### src/pkg/dcce_defines.vh
// Constants for the DMA checksum engine: register map, field positions, reset values.
// Assumes inclusion by bare name from the core files.
`ifndef DCCE_DEFINES_VH
`define DCCE_DEFINES_VH
`define DCCE_AW 4
`define DCCE_ADDR_CTRL 4'h0
`define DCCE_ADDR_DATA 4'h4
`define DCCE_ADDR_TAPS 4'h8
`define DCCE_CTRL_RST 32'h00000000
`define DCCE_DATA_RST 32'h00000000
`define DCCE_TAPS_RST 32'h00000000
`define DCCE_CTRL_MASK 32'h39001FE7
`define DCCE_BYTE_ORDER_SELECT_HI 29
`define DCCE_BYTE_ORDER_SELECT_LO 28
`define DCCE_WBO_BIT 27
`define DCCE_BIT_ORDER_SELECT_BIT 24
`define DCCE_POLY_LENGTH_MINUS_ONE_HI 12
`define DCCE_POLY_LENGTH_MINUS_ONE_LO 8
`define DCCE_EN_BIT 7
`define DCCE_APP_BIT 6
`define DCCE_TYP_BIT 5
`define DCCE_CH_HI 2
`define DCCE_CH_LO 0
`define DCCE_BO_NONE 2'h0
`define DCCE_BO_WORD 2'h1
`define DCCE_BO_HALF 2'h2
`define DCCE_BO_HBYTE 2'h3
`define DCCE_BITS_PER_WORD 6'h20
`endif

### src/core/dcce_reorder.v
// Byte reordering of one 32-bit data word by a 2-bit order code.
// Assumes a purely combinational use in the same clock domain.
`include "dcce_defines.vh"
module dcce_reorder (
    input wire [1:0] order,
    input wire [31:0] din,
    output reg [31:0] dout
);
    always @* begin
        case (order)
            `DCCE_BO_NONE: dout = din;
            `DCCE_BO_WORD: dout = {din[7:0], din[15:8], din[23:16], din[31:24]};
            `DCCE_BO_HALF: dout = {din[15:0], din[31:16]};
            `DCCE_BO_HBYTE: dout = {din[23:16], din[31:24], din[7:0], din[15:8]};
            default: dout = din;
        endcase
    end
endmodule

### src/core/dcce_engine.v
// DMA checksum engine: LFSR CRC or IP header checksum on one selected channel.
// Assumes a channel engine on core_clk offering words with valid/ready and a block-done pulse.
//
// Functional notes
// - Byte order field reorders words before the checksum: none, word, half swap, half byte.
// - Write reorder bit sends reordered data to the destination, else unaltered.
// - IP mode: bit order set processes data reflected, clear most significant first.
// - LFSR mode: bit order set shifts least significant bit first, else MSB first.
// - Length field holds polynomial length minus one; ignored in IP mode.
// - Enable bit routes the chosen channel through the engine; otherwise bypass.
// - Append mode cannot be set while write reordering is on; no unaligned transfers.
// - Append: data feeds checksum only; on block end checksum written to destination start.
// - Append clear: data goes through checksum and on to destination, honouring reorder.
// - Type bit selects IP header checksum when set, LFSR CRC when clear.
// - Channel select field attaches the engine to channel 0 to 7.
// - Writing the data register seeds the generator.
// - Reading data returns current value, bits above length zero in LFSR mode.
// - IP mode: only low 16 bits carry the checksum, upper half reads zero.
// - IP mode: seed written and value read are in ones-complement form.
// - Unimplemented control bits read zero and ignore writes.
// - Tap mask bit set feeds XOR into that stage, clear shifts straight; unused in IP.
`include "dcce_defines.vh"
module dcce_engine (
    input wire core_clk,
    input wire resetn,
    input wire [`DCCE_AW-1:0] reg_addr,
    input wire [31:0] reg_wdata,
    input wire reg_wr,
    input wire reg_rd,
    output reg [31:0] reg_rdata,
    input wire [2:0] src_channel,
    input wire src_valid,
    input wire [31:0] src_data,
    output wire src_ready,
    input wire src_block_done,
    output wire dst_valid,
    output reg [31:0] dst_data,
    input wire dst_ready,
    output wire dst_is_result,
    output wire [2:0] route_channel,
    output wire route_active
);
    localparam ST_IDLE = 2'h0;
    localparam ST_CRC = 2'h1;
    localparam ST_OUT = 2'h2;
    localparam ST_APP = 2'h3;

    reg [31:0] ctrl_r;
    reg [31:0] ctrl_nxt;
    reg [31:0] taps_r;
    reg [31:0] acc_r;
    reg [31:0] acc_nxt;
    reg [31:0] word_r;
    reg [5:0] bitcnt_r;
    reg [1:0] state_r;
    reg [1:0] state_nxt;
    reg [31:0] read_val;
    reg done_pend_r;
    reg [31:0] dst_data_nxt;
    reg [31:0] rdata_nxt;

    wire [1:0] byte_order_select = ctrl_r[`DCCE_BYTE_ORDER_SELECT_HI:`DCCE_BYTE_ORDER_SELECT_LO];
    wire write_reorder_enable = ctrl_r[`DCCE_WBO_BIT];
    wire bit_order_select = ctrl_r[`DCCE_BIT_ORDER_SELECT_BIT];
    wire [4:0] poly_length_minus_one = ctrl_r[`DCCE_POLY_LENGTH_MINUS_ONE_HI:`DCCE_POLY_LENGTH_MINUS_ONE_LO];
    wire checksum_enable = ctrl_r[`DCCE_EN_BIT];
    wire append_mode = ctrl_r[`DCCE_APP_BIT];
    wire algorithm_type = ctrl_r[`DCCE_TYP_BIT];
    wire [2:0] checksum_channel_select = ctrl_r[`DCCE_CH_HI:`DCCE_CH_LO];

    wire [31:0] reordered;
    wire [31:0] len_mask;
    wire sel_hit;
    wire take;
    wire [31:0] reflected;
    wire wr_ctrl;
    wire wr_taps;
    wire wr_data;

    // Ones-complement 16-bit add with end-around carry
    function [15:0] oc_add;
        input [15:0] a;
        input [15:0] b;
        reg [16:0] s;
        begin
            s = {1'b0, a} + {1'b0, b};
            oc_add = s[15:0] + {15'h0000, s[16]};
        end
    endfunction

    // Bit reversal within each 16-bit half
    function [31:0] half_reflect;
        input [31:0] v;
        integer i;
        begin
            half_reflect = 32'h00000000;
            for (i = 0; i < 16; i = i + 1) begin
                half_reflect[i] = v[15 - i];
                half_reflect[16 + i] = v[31 - i];
            end
        end
    endfunction

    // Sum of both halves of a word into the running 16-bit checksum
    function [15:0] ip_fold;
        input [15:0] sum;
        input [31:0] w;
        begin
            ip_fold = oc_add(oc_add(sum, w[31:16]), w[15:0]);
        end
    endfunction

    // One LFSR shift, feedback from the top stage of the configured length
    function [31:0] lfsr_step;
        input [31:0] cur;
        input [31:0] taps;
        input [31:0] mask;
        input [4:0] top;
        input din;
        begin
            if (cur[top] ^ din) begin
                lfsr_step = ((cur << 1) ^ taps) & mask;
            end else begin
                lfsr_step = (cur << 1) & mask;
            end
        end
    endfunction

    dcce_reorder i_dcce_reorder (
        .order(byte_order_select),
        .din(src_data),
        .dout(reordered)
    );

    // Mask of bits up to the configured length
    assign len_mask = {32{1'b1}} >> (5'h1F - poly_length_minus_one);
    assign sel_hit = checksum_enable && (src_channel == checksum_channel_select);
    assign route_active = sel_hit;
    assign route_channel = checksum_channel_select;
    assign src_ready = (state_r == ST_IDLE) && (!sel_hit || append_mode || dst_ready);
    assign take = src_valid && src_ready;
    assign reflected = half_reflect(reordered);
    assign wr_ctrl = reg_wr && (reg_addr == `DCCE_ADDR_CTRL);
    assign wr_taps = reg_wr && (reg_addr == `DCCE_ADDR_TAPS);
    assign wr_data = reg_wr && (reg_addr == `DCCE_ADDR_DATA);
    assign dst_valid = (state_r == ST_OUT) || (state_r == ST_APP);
    assign dst_is_result = (state_r == ST_APP);

    // Control write, reserved bits dropped and append blocked by reordering
    always @* begin
        ctrl_nxt = reg_wdata & `DCCE_CTRL_MASK;
        if (ctrl_nxt[`DCCE_WBO_BIT]) begin
            ctrl_nxt[`DCCE_APP_BIT] = 1'b0;
        end
    end

    // LFSR step or IP accumulate
    always @* begin
        acc_nxt = acc_r;
        state_nxt = state_r;
        case (state_r)
            ST_IDLE: begin
                if (take && sel_hit) begin
                    if (algorithm_type) begin
                        if (bit_order_select) begin
                            acc_nxt[15:0] = ip_fold(acc_r[15:0], reflected);
                        end else begin
                            acc_nxt[15:0] = ip_fold(acc_r[15:0], reordered);
                        end
                        acc_nxt[31:16] = 16'h0000;
                        state_nxt = append_mode ? ST_IDLE : ST_OUT;
                    end else begin
                        state_nxt = ST_CRC;
                    end
                end else if (take) begin
                    state_nxt = ST_OUT;
                end else if (done_pend_r && append_mode && sel_hit) begin
                    state_nxt = ST_APP;
                end
            end
            ST_CRC: begin
                acc_nxt = lfsr_step(acc_r, taps_r, len_mask, poly_length_minus_one,
                    bit_order_select ? word_r[0] : word_r[31]);
                if (bitcnt_r == `DCCE_BITS_PER_WORD - 6'h01) begin
                    state_nxt = append_mode ? ST_IDLE : ST_OUT;
                end
            end
            ST_OUT: begin
                if (dst_ready) begin
                    state_nxt = ST_IDLE;
                end
            end
            ST_APP: begin
                if (dst_ready) begin
                    state_nxt = ST_IDLE;
                end
            end
            default: state_nxt = ST_IDLE;
        endcase
    end

    // Read view of the checksum
    always @* begin
        if (algorithm_type) begin
            read_val = {16'h0000, ~acc_r[15:0]};
        end else begin
            read_val = acc_r & len_mask;
        end
    end

    // Destination word: source data, reordered data or the appended result
    always @* begin
        dst_data_nxt = dst_data;
        if (take) begin
            if (!sel_hit || !write_reorder_enable) begin
                dst_data_nxt = src_data;
            end else begin
                dst_data_nxt = reordered;
            end
        end else if (state_nxt == ST_APP && state_r == ST_IDLE) begin
            dst_data_nxt = read_val;
        end
    end

    // Read data stands only in the cycle after the strobe
    always @* begin
        rdata_nxt = 32'h00000000;
        if (reg_rd) begin
            case (reg_addr)
                `DCCE_ADDR_CTRL: rdata_nxt = ctrl_r;
                `DCCE_ADDR_DATA: rdata_nxt = read_val;
                `DCCE_ADDR_TAPS: rdata_nxt = taps_r;
                default: rdata_nxt = 32'h00000000;
            endcase
        end
    end

    // Control register
    always @(posedge core_clk or negedge resetn) begin
        if (!resetn) begin
            ctrl_r <= `DCCE_CTRL_RST;
        end else if (wr_ctrl) begin
            ctrl_r <= ctrl_nxt;
        end
    end

    // Tap mask register
    always @(posedge core_clk or negedge resetn) begin
        if (!resetn) begin
            taps_r <= `DCCE_TAPS_RST;
        end else if (wr_taps) begin
            taps_r <= reg_wdata;
        end
    end

    // Sequencer state
    always @(posedge core_clk or negedge resetn) begin
        if (!resetn) begin
            state_r <= ST_IDLE;
        end else begin
            state_r <= state_nxt;
        end
    end

    // Checksum, a seed write beats the engine step of the same cycle
    always @(posedge core_clk or negedge resetn) begin
        if (!resetn) begin
            acc_r <= `DCCE_DATA_RST;
        end else if (wr_data) begin
            if (algorithm_type) begin
                acc_r <= {16'h0000, ~reg_wdata[15:0]};
            end else begin
                acc_r <= reg_wdata;
            end
        end else begin
            acc_r <= acc_nxt;
        end
    end

    // Word being shifted and its bit count
    always @(posedge core_clk or negedge resetn) begin
        if (!resetn) begin
            word_r <= 32'h00000000;
            bitcnt_r <= 6'h00;
        end else if (take) begin
            word_r <= reordered;
            bitcnt_r <= 6'h00;
        end else if (state_r == ST_CRC) begin
            word_r <= bit_order_select ? {1'b0, word_r[31:1]} : {word_r[30:0], 1'b0};
            bitcnt_r <= bitcnt_r + 6'h01;
        end
    end

    // Block end pending until the result is sent, set beats clear
    always @(posedge core_clk or negedge resetn) begin
        if (!resetn) begin
            done_pend_r <= 1'b0;
        end else if (src_block_done && sel_hit && append_mode) begin
            done_pend_r <= 1'b1;
        end else if (state_r == ST_APP && dst_ready) begin
            done_pend_r <= 1'b0;
        end
    end

    // Registered data outputs
    always @(posedge core_clk or negedge resetn) begin
        if (!resetn) begin
            dst_data <= 32'h00000000;
            reg_rdata <= 32'h00000000;
        end else begin
            dst_data <= dst_data_nxt;
            reg_rdata <= rdata_nxt;
        end
    end
endmodule

### config.mk
export PLATFORM = sky130hd
export DESIGN_NAME = dcce_engine
export DESIGN_NICKNAME = d
export VERILOG_FILES = /design/src/core/dcce_reorder.v /design/src/core/dcce_engine.v
export VERILOG_INCLUDE_DIRS = /design/src /design/src/pkg
export SDC_FILE = /design/constraint.sdc
export NUM_CORES = 1
export LEC_CHECK = 0
export ABC_AREA = 1
export BUFFER_PORTS_ARGS = -buffer_cell sky130_fd_sc_hd__buf_2
export CELL_PAD_IN_SITES_DETAIL_PLACEMENT = 1
export CELL_PAD_IN_SITES_GLOBAL_PLACEMENT = 1
export CORE_MARGIN = 8
export CORE_UTILIZATION = 28
export CTS_CLUSTER_DIAMETER = 30
export DETAILED_ROUTE_END_ITERATION = 16
export GPL_ROUTABILITY_DRIVEN = 0
export GPL_TIMING_DRIVEN = 0
export PLACE_DENSITY = 0.55
export SYNTH_ARGS = -nofsm -noshare
export SYNTH_HDL_FRONTEND = slang
export SYNTH_SLANG_ARGS = --single-unit
export TNS_END_PERCENT = 5
### constraint.sdc
create_clock -name core_clk -period 12.7 [get_ports core_clk]
set_input_delay 0.635 -clock core_clk [delete_from_list [all_inputs] [get_ports core_clk]]
set_output_delay 0.635 -clock core_clk [all_outputs]
set_load 0.01 [all_outputs]
After elaboration in Yosys (flattened, before gate mapping). Index checks and enable logic that the tools add are counted.

Logic and storage cells: 102. Input port bits: 78. Bits in registers: 184. Output and inout bits: 71.

Shift operators: 1. Reductions and logical operators: 28. Equal/unequal tests: 13. Bitwise gates (word level): 7. Mux-type cells: 33. Add/sub/neg operators: 10. $lt $le $gt $ge: 1.

Operators with widths (number): 32-bit 2-to-1 mux (13); 32-bit case mux with 4 select lines (1); 32-bit AND (3); 32-bit case mux with 3 select lines (1); 16-bit by 16-bit adder with 17-bit output (4); 16-bit by 1-bit adder with 16-bit output (4); 32-bit case mux with 2 select lines (1); 16-bit NOT (2); 32-bit by 5-bit right shift with 32-bit output, first input constant (1); 32-bit XOR (1); 16-bit 2-to-1 mux (1); 2-bit 2-to-1 mux (7); 1-bit logical AND (13); 6-bit 2-to-1 mux (2); 2-bit equality test, second input constant (5); 6-bit by 1-bit adder with 6-bit output, second input constant (1); 6-bit by 5-bit equality test with 1-bit output, second input constant (1); 5-bit by 6-bit < comparator with 1-bit output, second input constant (1); 3-bit inequality test, second input constant (2); 2-bit case mux with 3 select lines (1); 2-bit nonzero test (3); 1-bit binary-select mux with 5-bit select (1); 1-bit 2-to-1 mux (5); 5-bit subtractor, first input constant (1); 12 further kinds (18).

Depth between registers and ports, before layout. Gate-level depths: netlist of the first run.

Word-level depth: 14. Gate-level depth with buffers: 52. Mapped depth without buffers: 50.

Hierarchy. From an unflattened synthesis of the first run, not the netlist that was laid out.

Cell total of the unflattened synthesis: 2632. Area, all modules: 16844.9 um^2.

Modules (own cells, without submodules): dcce_engine (instances 1, seq. area each 4604.4 um^2, cells an instance 2440, area each 15895.2 um^2); dcce_reorder (instances 1, seq. area each 0.0 um^2, cells an instance 192, area each 949.7 um^2).

Worst setup path before layout of the first run. Ideal clock, no wire load.

Kind: register to register. Start point: register ctrl_r[29]. End point: register acc_r[12]. Arrival time: 6080 ps. Path slack: 6502 ps. Stages on the path, launching flop included: 49. Clock period less this slack: 6198 ps. Library setup time: 118 ps. Data required time: 12582 ps. Buffers on the path: 2. Path through: dfrtp_1 buf_2 nor2_2 inv_1 clkbuf_1 o21ai_0 inv_1 ha_1 nand2_1 nor3b_1 nor2_1 inv_1 nand4_1 nand2_1 a21oi_1 o21bai_1 ha_1 ha_1 [... 13 more ...] and2_1 nand2_1 nand2_1 a21oi_1 o21bai_1 ha_1 ha_1 inv_1 nor2_1 nand3_1 nor2_1 nand2_1 nor2_2 nand3_1 nand3_1 nand2_1 a21oi_1 nor2_1.

Word-level cells in the longest chain between the ends: 11. Elaborated cells between the ends (all ways): 18. Those cells by class: add/sub (8); eq/ne (3); mux (6); reduce/logical (1).

Ends and longest elaborated chain: from (decl) (line dcce_engine.v:48) `reg [31:0] ctrl_r;`; from (signal assigned) (line dcce_engine.v:241) `` ctrl_r <= `DCCE_CTRL_RST; ``; from (signal assigned) (line dcce_engine.v:243) `ctrl_r <= ctrl_nxt;`; 2-bit equality test, or another cell as far along (line dcce_reorder.v:10) `case (order)`; 32-bit case mux with 4 select lines (*) (line dcce_reorder.v:10); 16-bit by 16-bit adder with 17-bit output (line dcce_engine.v:86) `s = {1'b0, a} + {1'b0, b};`; 16-bit by 1-bit adder with 16-bit output (line dcce_engine.v:87) `oc_add = s[15:0] + {15'h0000, s[16]};`; 16-bit by 16-bit adder with 17-bit output (line dcce_engine.v:86); 16-bit by 1-bit adder with 16-bit output (line dcce_engine.v:87); 16-bit 2-to-1 mux (*) (line dcce_engine.v:165) `if (bit_order_select) begin`; 32-bit 2-to-1 mux (*) (line dcce_engine.v:164) `if (algorithm_type) begin`; 32-bit 2-to-1 mux (*) (line dcce_engine.v:163) `if (take && sel_hit) begin`; 32-bit case mux with 2 select lines (*) (line dcce_engine.v:161) `case (state_r)`; 32-bit 2-to-1 mux (*) (line dcce_engine.v:269) `end else if (wr_data) begin`; to (signal assigned) (line dcce_engine.v:268) `` acc_r <= `DCCE_DATA_RST; ``; to (signal assigned) (line dcce_engine.v:271) `acc_r <= {16'h0000, ~reg_wdata[15:0]};`; to (signal assigned) (line dcce_engine.v:273) `acc_r <= reg_wdata;`; to (decl) (line dcce_engine.v:51) `reg [31:0] acc_r;`.

Every way passes the cells marked *; elsewhere a longest branch is shown, timed or not. The select of a mux whose other input is x is not followed. A chain may end at the register's enable or synchronous reset.

Worst setup path after layout of the first run.
Start point: register ctrl_r[29]. End point: register acc_r[14].

Same word-level chain as after synthesis.

==> flow_summary.yaml, run 1 <==
outcome:
  outcome: "complete, but fails checks"
  violations: "capacitance limit, slew limit"
synth:
  synthesis.area_um2: 16400
  synthCells: 2522
  yosys.area.top_type: "dfrtp_1"
  synth_edf_count: 0
  synth_cell_types: 56
  async_reset_ff_share_pct: 100
  syn-num-nets: 2681
  yosys-top-cells-area: "dfrtp_1 (28%), nand2_1 (16%), inv_1 (7.9%), ha_1 (5.9%), a21oi_1 (5.9%)"
  yosysTopAreaCellShare_pct: 28.1
  synthFlopType: "dfrtp_1"
  ys_seq_elements: 184
  synth_warnings: 0
  yosysSeqAreaShare_pct: 28.1
  synth.avg_cell_area_um2: 6.50
critical_path:
  cp-startpoint: "ctrl_r[29]$_DFFE_PN0P_"
  max_stage_delay_ns: 0.82
  path_class: "register to register"
  cp.arrival_ns: 9.31
  r2r_cells: 46
  startpoint_type: "register"
  path_max_fanout: 10
  ff2ff_setup_slack_ns: 3.81
  crit_top_cell: "nand2_1"
  required_ns: 13.12
  reg2reg_from: "ctrl_r[29]$_DFFE_PN0P_"
  cp-end-kind: "register"
  rr_endpoint: "acc_r[14]$_DFFE_PN0P_"
  crit_slowest_cell: "o21ai_0"
finish:
  drive_above_1_share_pct: 10.2
  antenna_cells: 0
  seq_area_um2: 4600
  nets: 2849
  fin_util_pct: 32.3
  mostFrequentLayoutCell: "nand2_1"
  final_cell_mix: "nand2_1 (695), inv_1 (345), nor2_1 (213), a21oi_1 (192), nand3_1 (191)"
  fillers: 7436
  area_growth_pct: 14.1
  multiInputGateArea_um2: 9960
grt:
  grt_pass1_wl_um: 121000
  groute.usage.overall_pct: 24.0
  grt_max_degree: 112
  grt_overflow: 0
  grt_pass1_vias: 18800
  antenna_found_initial: 1
detailed_routing:
  m1WireLength_um: 39100
  wl_per_cell_um: 23.5
  vias: 18400
  drc: 0
  via_per_inst: 5.30
  drtAntennaViolNets: 0
  wl_met3_um: 4480
  drtPass1Iterations: 5
  drt_iter0_markers: 1359
  wl_met2_um: 35600
  wl_um: 81600
  maxUsedRoutingLayer: "met4"
cts:
  clk_pin_slew_ns: 0.08
  cts_buffer_depth: 2
  cts_tree: "yes"
  cts-htree-levels: 4
  cts_sinks: 184
  clockRootBuffer: "clkbuf_16"
  cts_hold_buf: 0
  cts-buffers-inserted: 17
  clock_latency_ns: 0.50
  cts_resized: 0
  cts_setup_buffers: 0
die:
  die_area_um2: 66500
  core_um2: 57800
  pin_count: 149
  initial_utilization_pct: 28.4
  row_count: 88
  dieWidth_um: 258
  dieHeight_um: 258
timing:
  layout_min_cycle_time_ns: 8.89
  finalCritPeriodShare_pct: 70.0
  slew_headroom_pct: -2.91
  worst_hold_slack_ns: 0.0760
  fmax_mhz: 112
  tightest_slew_ns: 1.53
  final-setup-viol-count: 0
  maxSlewViolCount: 3
  fin_tns_setup_ns: 0
  hold_viol_final: 0
  setup_slack_ns: 3.81
  fin_skew_ns: 0.0175
  rsz0062_at_grt: "no"
place:
  port_buffers: 148
  post-place-ws_ns: 3.95
  place_hpwl_um: 67100
worst_hold_path:
  min_path_type: "input port to async pin"
run:
  drv_cap: 1
per-layer routing:
| metal | GRT usage [%] | vias to the layer above |
|---|---|---|
| met5 | 0 | - |
| li1 | - | 8605 |
| met2 | 36.8 | 576 |
| met1 | 34.1 | 9099 |
| met4 | 7.76 | 0 |
| met3 | 3.94 | 98 |
cells in the mapped netlist (11+ instances only):
library cell / count
o21ai_1: 11
nand4_1: 32
nor2_1: 213
mux2i_1: 13
ha_1: 77
xnor2_1: 23
a21oi_1: 192
xor2_1: 47
mux2_2: 15
o22ai_1: 24
clkbuf_1: 57
nand2_1: 695
dfrtp_1: 184
buf_2: 18
o21bai_1: 11
a22oi_1: 18
a21o_1: 23
nor2_2: 11
a211oi_1: 13
nand3_1: 191
nor3_1: 20
o221ai_1: 47
inv_1: 345
o21ai_0: 139
sequential cells by signal, summed over array words and instances (netlist names):
register     flops
word_r          32
taps_r          32
ctrl_r          15
dst_data        32
bitcnt_r         6
state_r          2
done_pend_r      1
reg_rdata       32
acc_r           32
critical path, delay by kind of cell (launching register included):
family	cells	cell delay, ns
adder cells (fa/ha/maj)	5	1.46
AND/OR/NAND/NOR	27	3.91
AO/OA/AOI/OAI	6	1.54
buffers and inverters	7	1.28
flip-flops	1	0.42
XOR/XNOR	1	0.17
worst max-delay path by stage:
| stage | end | slack, ns | depth (start not counted) |
|---|---|---|---|
| floorplan | acc_r[12]$_DFFE_PN0P_ | 6.50 | 48 |
| global placement | acc_r[9]$_DFFE_PN0P_ | 3.76 | 43 |
| detailed placement | acc_r[14]$_DFFE_PN0P_ | 3.95 | 46 |
| CTS | acc_r[14]$_DFFE_PN0P_ | 3.90 | 46 |
| global route | acc_r[14]$_DFFE_PN0P_ | 3.06 | 46 |
| finish | acc_r[14]$_DFFE_PN0P_ | 3.81 | 46 |
through the flow:
stage          area, um2  std cells
5_1_grt            18700       3468
2_1_floorplan      16400       2522
3_5_place_dp       18100       3436
4_1_cts            18700       3468
6_report           18700       3468
3_3_place_gp       18100       3435
cell type report:
type                       count  share of cell area (%)
multi-input combinational   1884                    53.3
sequential                   184                    24.6
inverter                     357                    7.19
tap                          765                    5.12
timing repair buffer         149                    4.16
buffer                        97                    2.55
clock buffer                  21                    2.46
clock inverter                11                   0.609
cells by family (layout without fill, tap and decap cells):
| group | Yosys count | count (layout) | synth area share, % |
|---|---|---|---|
| XOR/XNOR | 71 | 71 | 3.84 |
| flip-flops | 184 | 184 | 28.1 |
| buffers and inverters | 454 | 635 | 11.1 |
| AO/OA/AOI/OAI | 505 | 505 | 18.1 |
| adder cells (fa/ha/maj) | 81 | 81 | 6.37 |
| AND/OR/NAND/NOR | 1199 | 1199 | 30.7 |
| multiplexers | 28 | 28 | 1.82 |
Power of run 1 is left out: the tool's default activity adds up to more than one toggle a clock period on the data nets, which glitch-free logic cannot reach.
==> inputs of run 2 (changes only) <==
--- a/config.mk
+++ b/config.mk
@@ -6,7 +6,7 @@
 export SDC_FILE = /design/constraint.sdc
 export NUM_CORES = 1
 export LEC_CHECK = 0
-export ABC_AREA = 1
+export ABC_AREA = 0
 export BUFFER_PORTS_ARGS = -buffer_cell sky130_fd_sc_hd__buf_2
 export CELL_PAD_IN_SITES_DETAIL_PLACEMENT = 1
 export CELL_PAD_IN_SITES_GLOBAL_PLACEMENT = 1
@@ -16,7 +16,7 @@
 export DETAILED_ROUTE_END_ITERATION = 16
 export GPL_ROUTABILITY_DRIVEN = 0
 export GPL_TIMING_DRIVEN = 0
-export PLACE_DENSITY = 0.55
+export PLACE_DENSITY = 0.51
 export SYNTH_ARGS = -nofsm -noshare
 export SYNTH_HDL_FRONTEND = slang
 export SYNTH_SLANG_ARGS = --single-unit
==> constraint.sdc (replaced) <==
create_clock -name core_clk -period 8.46 [get_ports core_clk]
set_input_delay 0.423 -clock core_clk [delete_from_list [all_inputs] [get_ports core_clk]]
set_output_delay 0.423 -clock core_clk [all_outputs]
set_load 0.01 [all_outputs]
==> flow_summary.yaml, run 2 <==
grt:
  grt_use_met1_pct: 29.7
  grt_pass1_wl_um: 105000
  met3_usage_pct: 3.08
  top_usage_layer: "met2"
  grt_use_met2_pct: 37.4
  grt_max_degree: 99
  grt_pass1_vias: 15100
  groute.usage.overall_pct: 22.3
  grt_overflow: 0
  antenna_found_initial: 2
cts:
  clk_pin_slew_ns: 0.09
  cts_hold_buf: 0
  cts-htree-levels: 4
  cts_buffer_depth: 2
  clockRootBuffer: "clkbuf_16"
  cts-buffers-inserted: 17
  cts_sinks: 184
  cts_tree: "yes"
  clock_latency_ns: 0.46
detailed_routing:
  drtPass1Iterations: 5
  drtAntennaViolNets: 0
  wl_per_cell_um: 27.9
  drc: 0
  wl_um: 71700
  drt_iter0_markers: 899
  via_per_inst: 5.73
  vias: 14700
critical_path:
  crit_slowest_cell: "mux4_2"
  crit_top_cell: "ha_1"
  reg2reg_from: "ctrl_r[28]$_DFFE_PN0P_"
  cp-end-kind: "register"
  max_stage_delay_ns: 0.60
  ff2ff_setup_slack_ns: 0.31
  startpoint_type: "register"
  required_ns: 8.77
  path_max_fanout: 10
  path_class: "register to register"
  cp.arrival_ns: 8.46
  rr_endpoint: "acc_r[11]$_DFFE_PN0P_"
  r2r_cells: 37
die:
  row_count: 85
  pin_count: 149
  initial_utilization_pct: 28.3
  dieWidth_um: 249
  core_um2: 53800
  die_area_um2: 62200
  dieHeight_um: 249
finish:
  mostFrequentLayoutCell: "dfrtp_1"
  area_growth_pct: 17.3
  fin_util_pct: 33.2
  drive_above_1_share_pct: 19.3
  nets: 2015
  final_cell_mix: "dfrtp_1 (182), buf_2 (156), nor2_1 (152), nand2_1 (141)"
outcome:
  violations: "hold timing"
  outcome: "complete, but fails checks"
timing:
  fin_tns_setup_ns: 0
  layout_min_cycle_time_ns: 8.15
  worst_hold_slack_ns: -0.0381
  finalCritPeriodShare_pct: 96.4
  fmax_mhz: 123
  final-setup-viol-count: 0
  fin_skew_ns: 0.0195
  maxSlewViolCount: 0
  slew_headroom_pct: 26.9
  tightest_slew_ns: 1.10
  hold_viol_final: 31
synth:
  synth_edf_count: 0
  yosysSeqAreaShare_pct: 30.2
  async_reset_ff_share_pct: 100
  yosys.area.top_type: "dfrtp_1"
  yosysTopAreaCellShare_pct: 30.2
  syn-num-nets: 1829
  synthesis.area_um2: 15300
  ys_seq_elements: 184
  synthCells: 1670
  yosysMostFrequentCell: "dfrtp_1"
  synth_cell_types: 82
  yosys-top-cells-area: "dfrtp_1 (30%), ha_1 (6.3%), mux2i_1 (5.8%), mux4_2 (5.8%), xnor2_1 (4.5%)"
  synth.avg_cell_area_um2: 9.13
  synthFlopType: "dfrtp_1"
  synth_warnings: 0
  synth_common_cells: "dfrtp_1 (184), nor2_1 (152), nand2_1 (141), a21oi_1 (93), mux2i_1 (89)"
run:
  drv_cap: 0
worst_hold_path:
  min_path_type: "input port to async pin"
place:
  port_buffers: 147
  place_hpwl_um: 56800
==> run 2: routing by layer <==
layer  routed length (um)  vias up
li1                     -     6620
met1                32500     7632
met2                34300      379
met3                 2950       74
met4                 1890        0
met5                    0        -
==> run 2: worst max path at each step <==
stage | slack (ns) | startpoint | depth (start not counted) | endpoint
floorplan | 0.13 | ctrl_r[28]$_DFFE_PN0P_ | 37 | acc_r[14]$_DFFE_PN0P_
global placement | -1.79 | ctrl_r[29]$_DFFE_PN0P_ | 39 | acc_r[11]$_DFFE_PN0P_
detailed placement | -1.86 | ctrl_r[29]$_DFFE_PN0P_ | 39 | acc_r[11]$_DFFE_PN0P_
CTS | 0.0005 | ctrl_r[28]$_DFFE_PN0P_ | 37 | acc_r[11]$_DFFE_PN0P_
global route | -0.07 | ctrl_r[28]$_DFFE_PN0P_ | 37 | acc_r[13]$_DFFE_PN0P_
finish | 0.31 | ctrl_r[28]$_DFFE_PN0P_ | 37 | acc_r[11]$_DFFE_PN0P_
==> run 2: cell families (layout without fill, tap and decap cells) <==
family	count (synthesis)	after routing	share of synthesized area, %
fa+ha+maj	81	81	6.84
other cells	0	1	0
mux	176	176	15.1
compound gates	405	405	18.8
flops	184	184	30.2
buf+inv	138	337	3.55
simple gates	548	548	17.5
xor+xnor	138	138	7.97
==> run 2: through the flow <==
step / hold slack [ns] / worst slack (ns) / cells / area [um2]
floorplan: 0.127 / 0.129 / 1670 / 15300
global placement: 0.475 / -1.79 / 2513 / 16900
detailed placement: 0.480 / -1.86 / 2515 / 16900
CTS: 0.00355 / 0.000525 / 2549 / 17700
global route: 0.000604 / -0.0685 / 2565 / 17900
finish: -0.0381 / 0.307 / 2566 / 17900
==> run 2: worst max-delay path: cells and delay by family (launching register included) <==
kind | cells | cell delay [ns]
fa+ha+maj | 6 | 1.62
simple gates | 10 | 1.69
buf+inv | 1 | 0.17
xor+xnor | 2 | 0.25
compound gates | 17 | 3.18
mux | 1 | 0.60
flops | 1 | 0.47
==> run 2: layout make-up <==
type | instances | area (um2)
Buffer | 94 | 422
Clock buffer | 17 | 425
Inverter | 38 | 143
Tap cell | 696 | 871
Multi-Input combinational cell | 1348 | 10300
Antenna cell | 1 | 2.50
Timing Repair Buffer | 173 | 953
Clock inverter | 15 | 200
Sequential cell | 184 | 4610
Fill cell | 6313 | 35900
==> run 2: repair_timing <==
item	CTS	global route
endpoints found under the setup margin	16	12
pin swaps	3	14
gates cloned	0	0
buffers inserted	5	17
resized for setup	31	25
Power of run 2 is left out for the same reason.
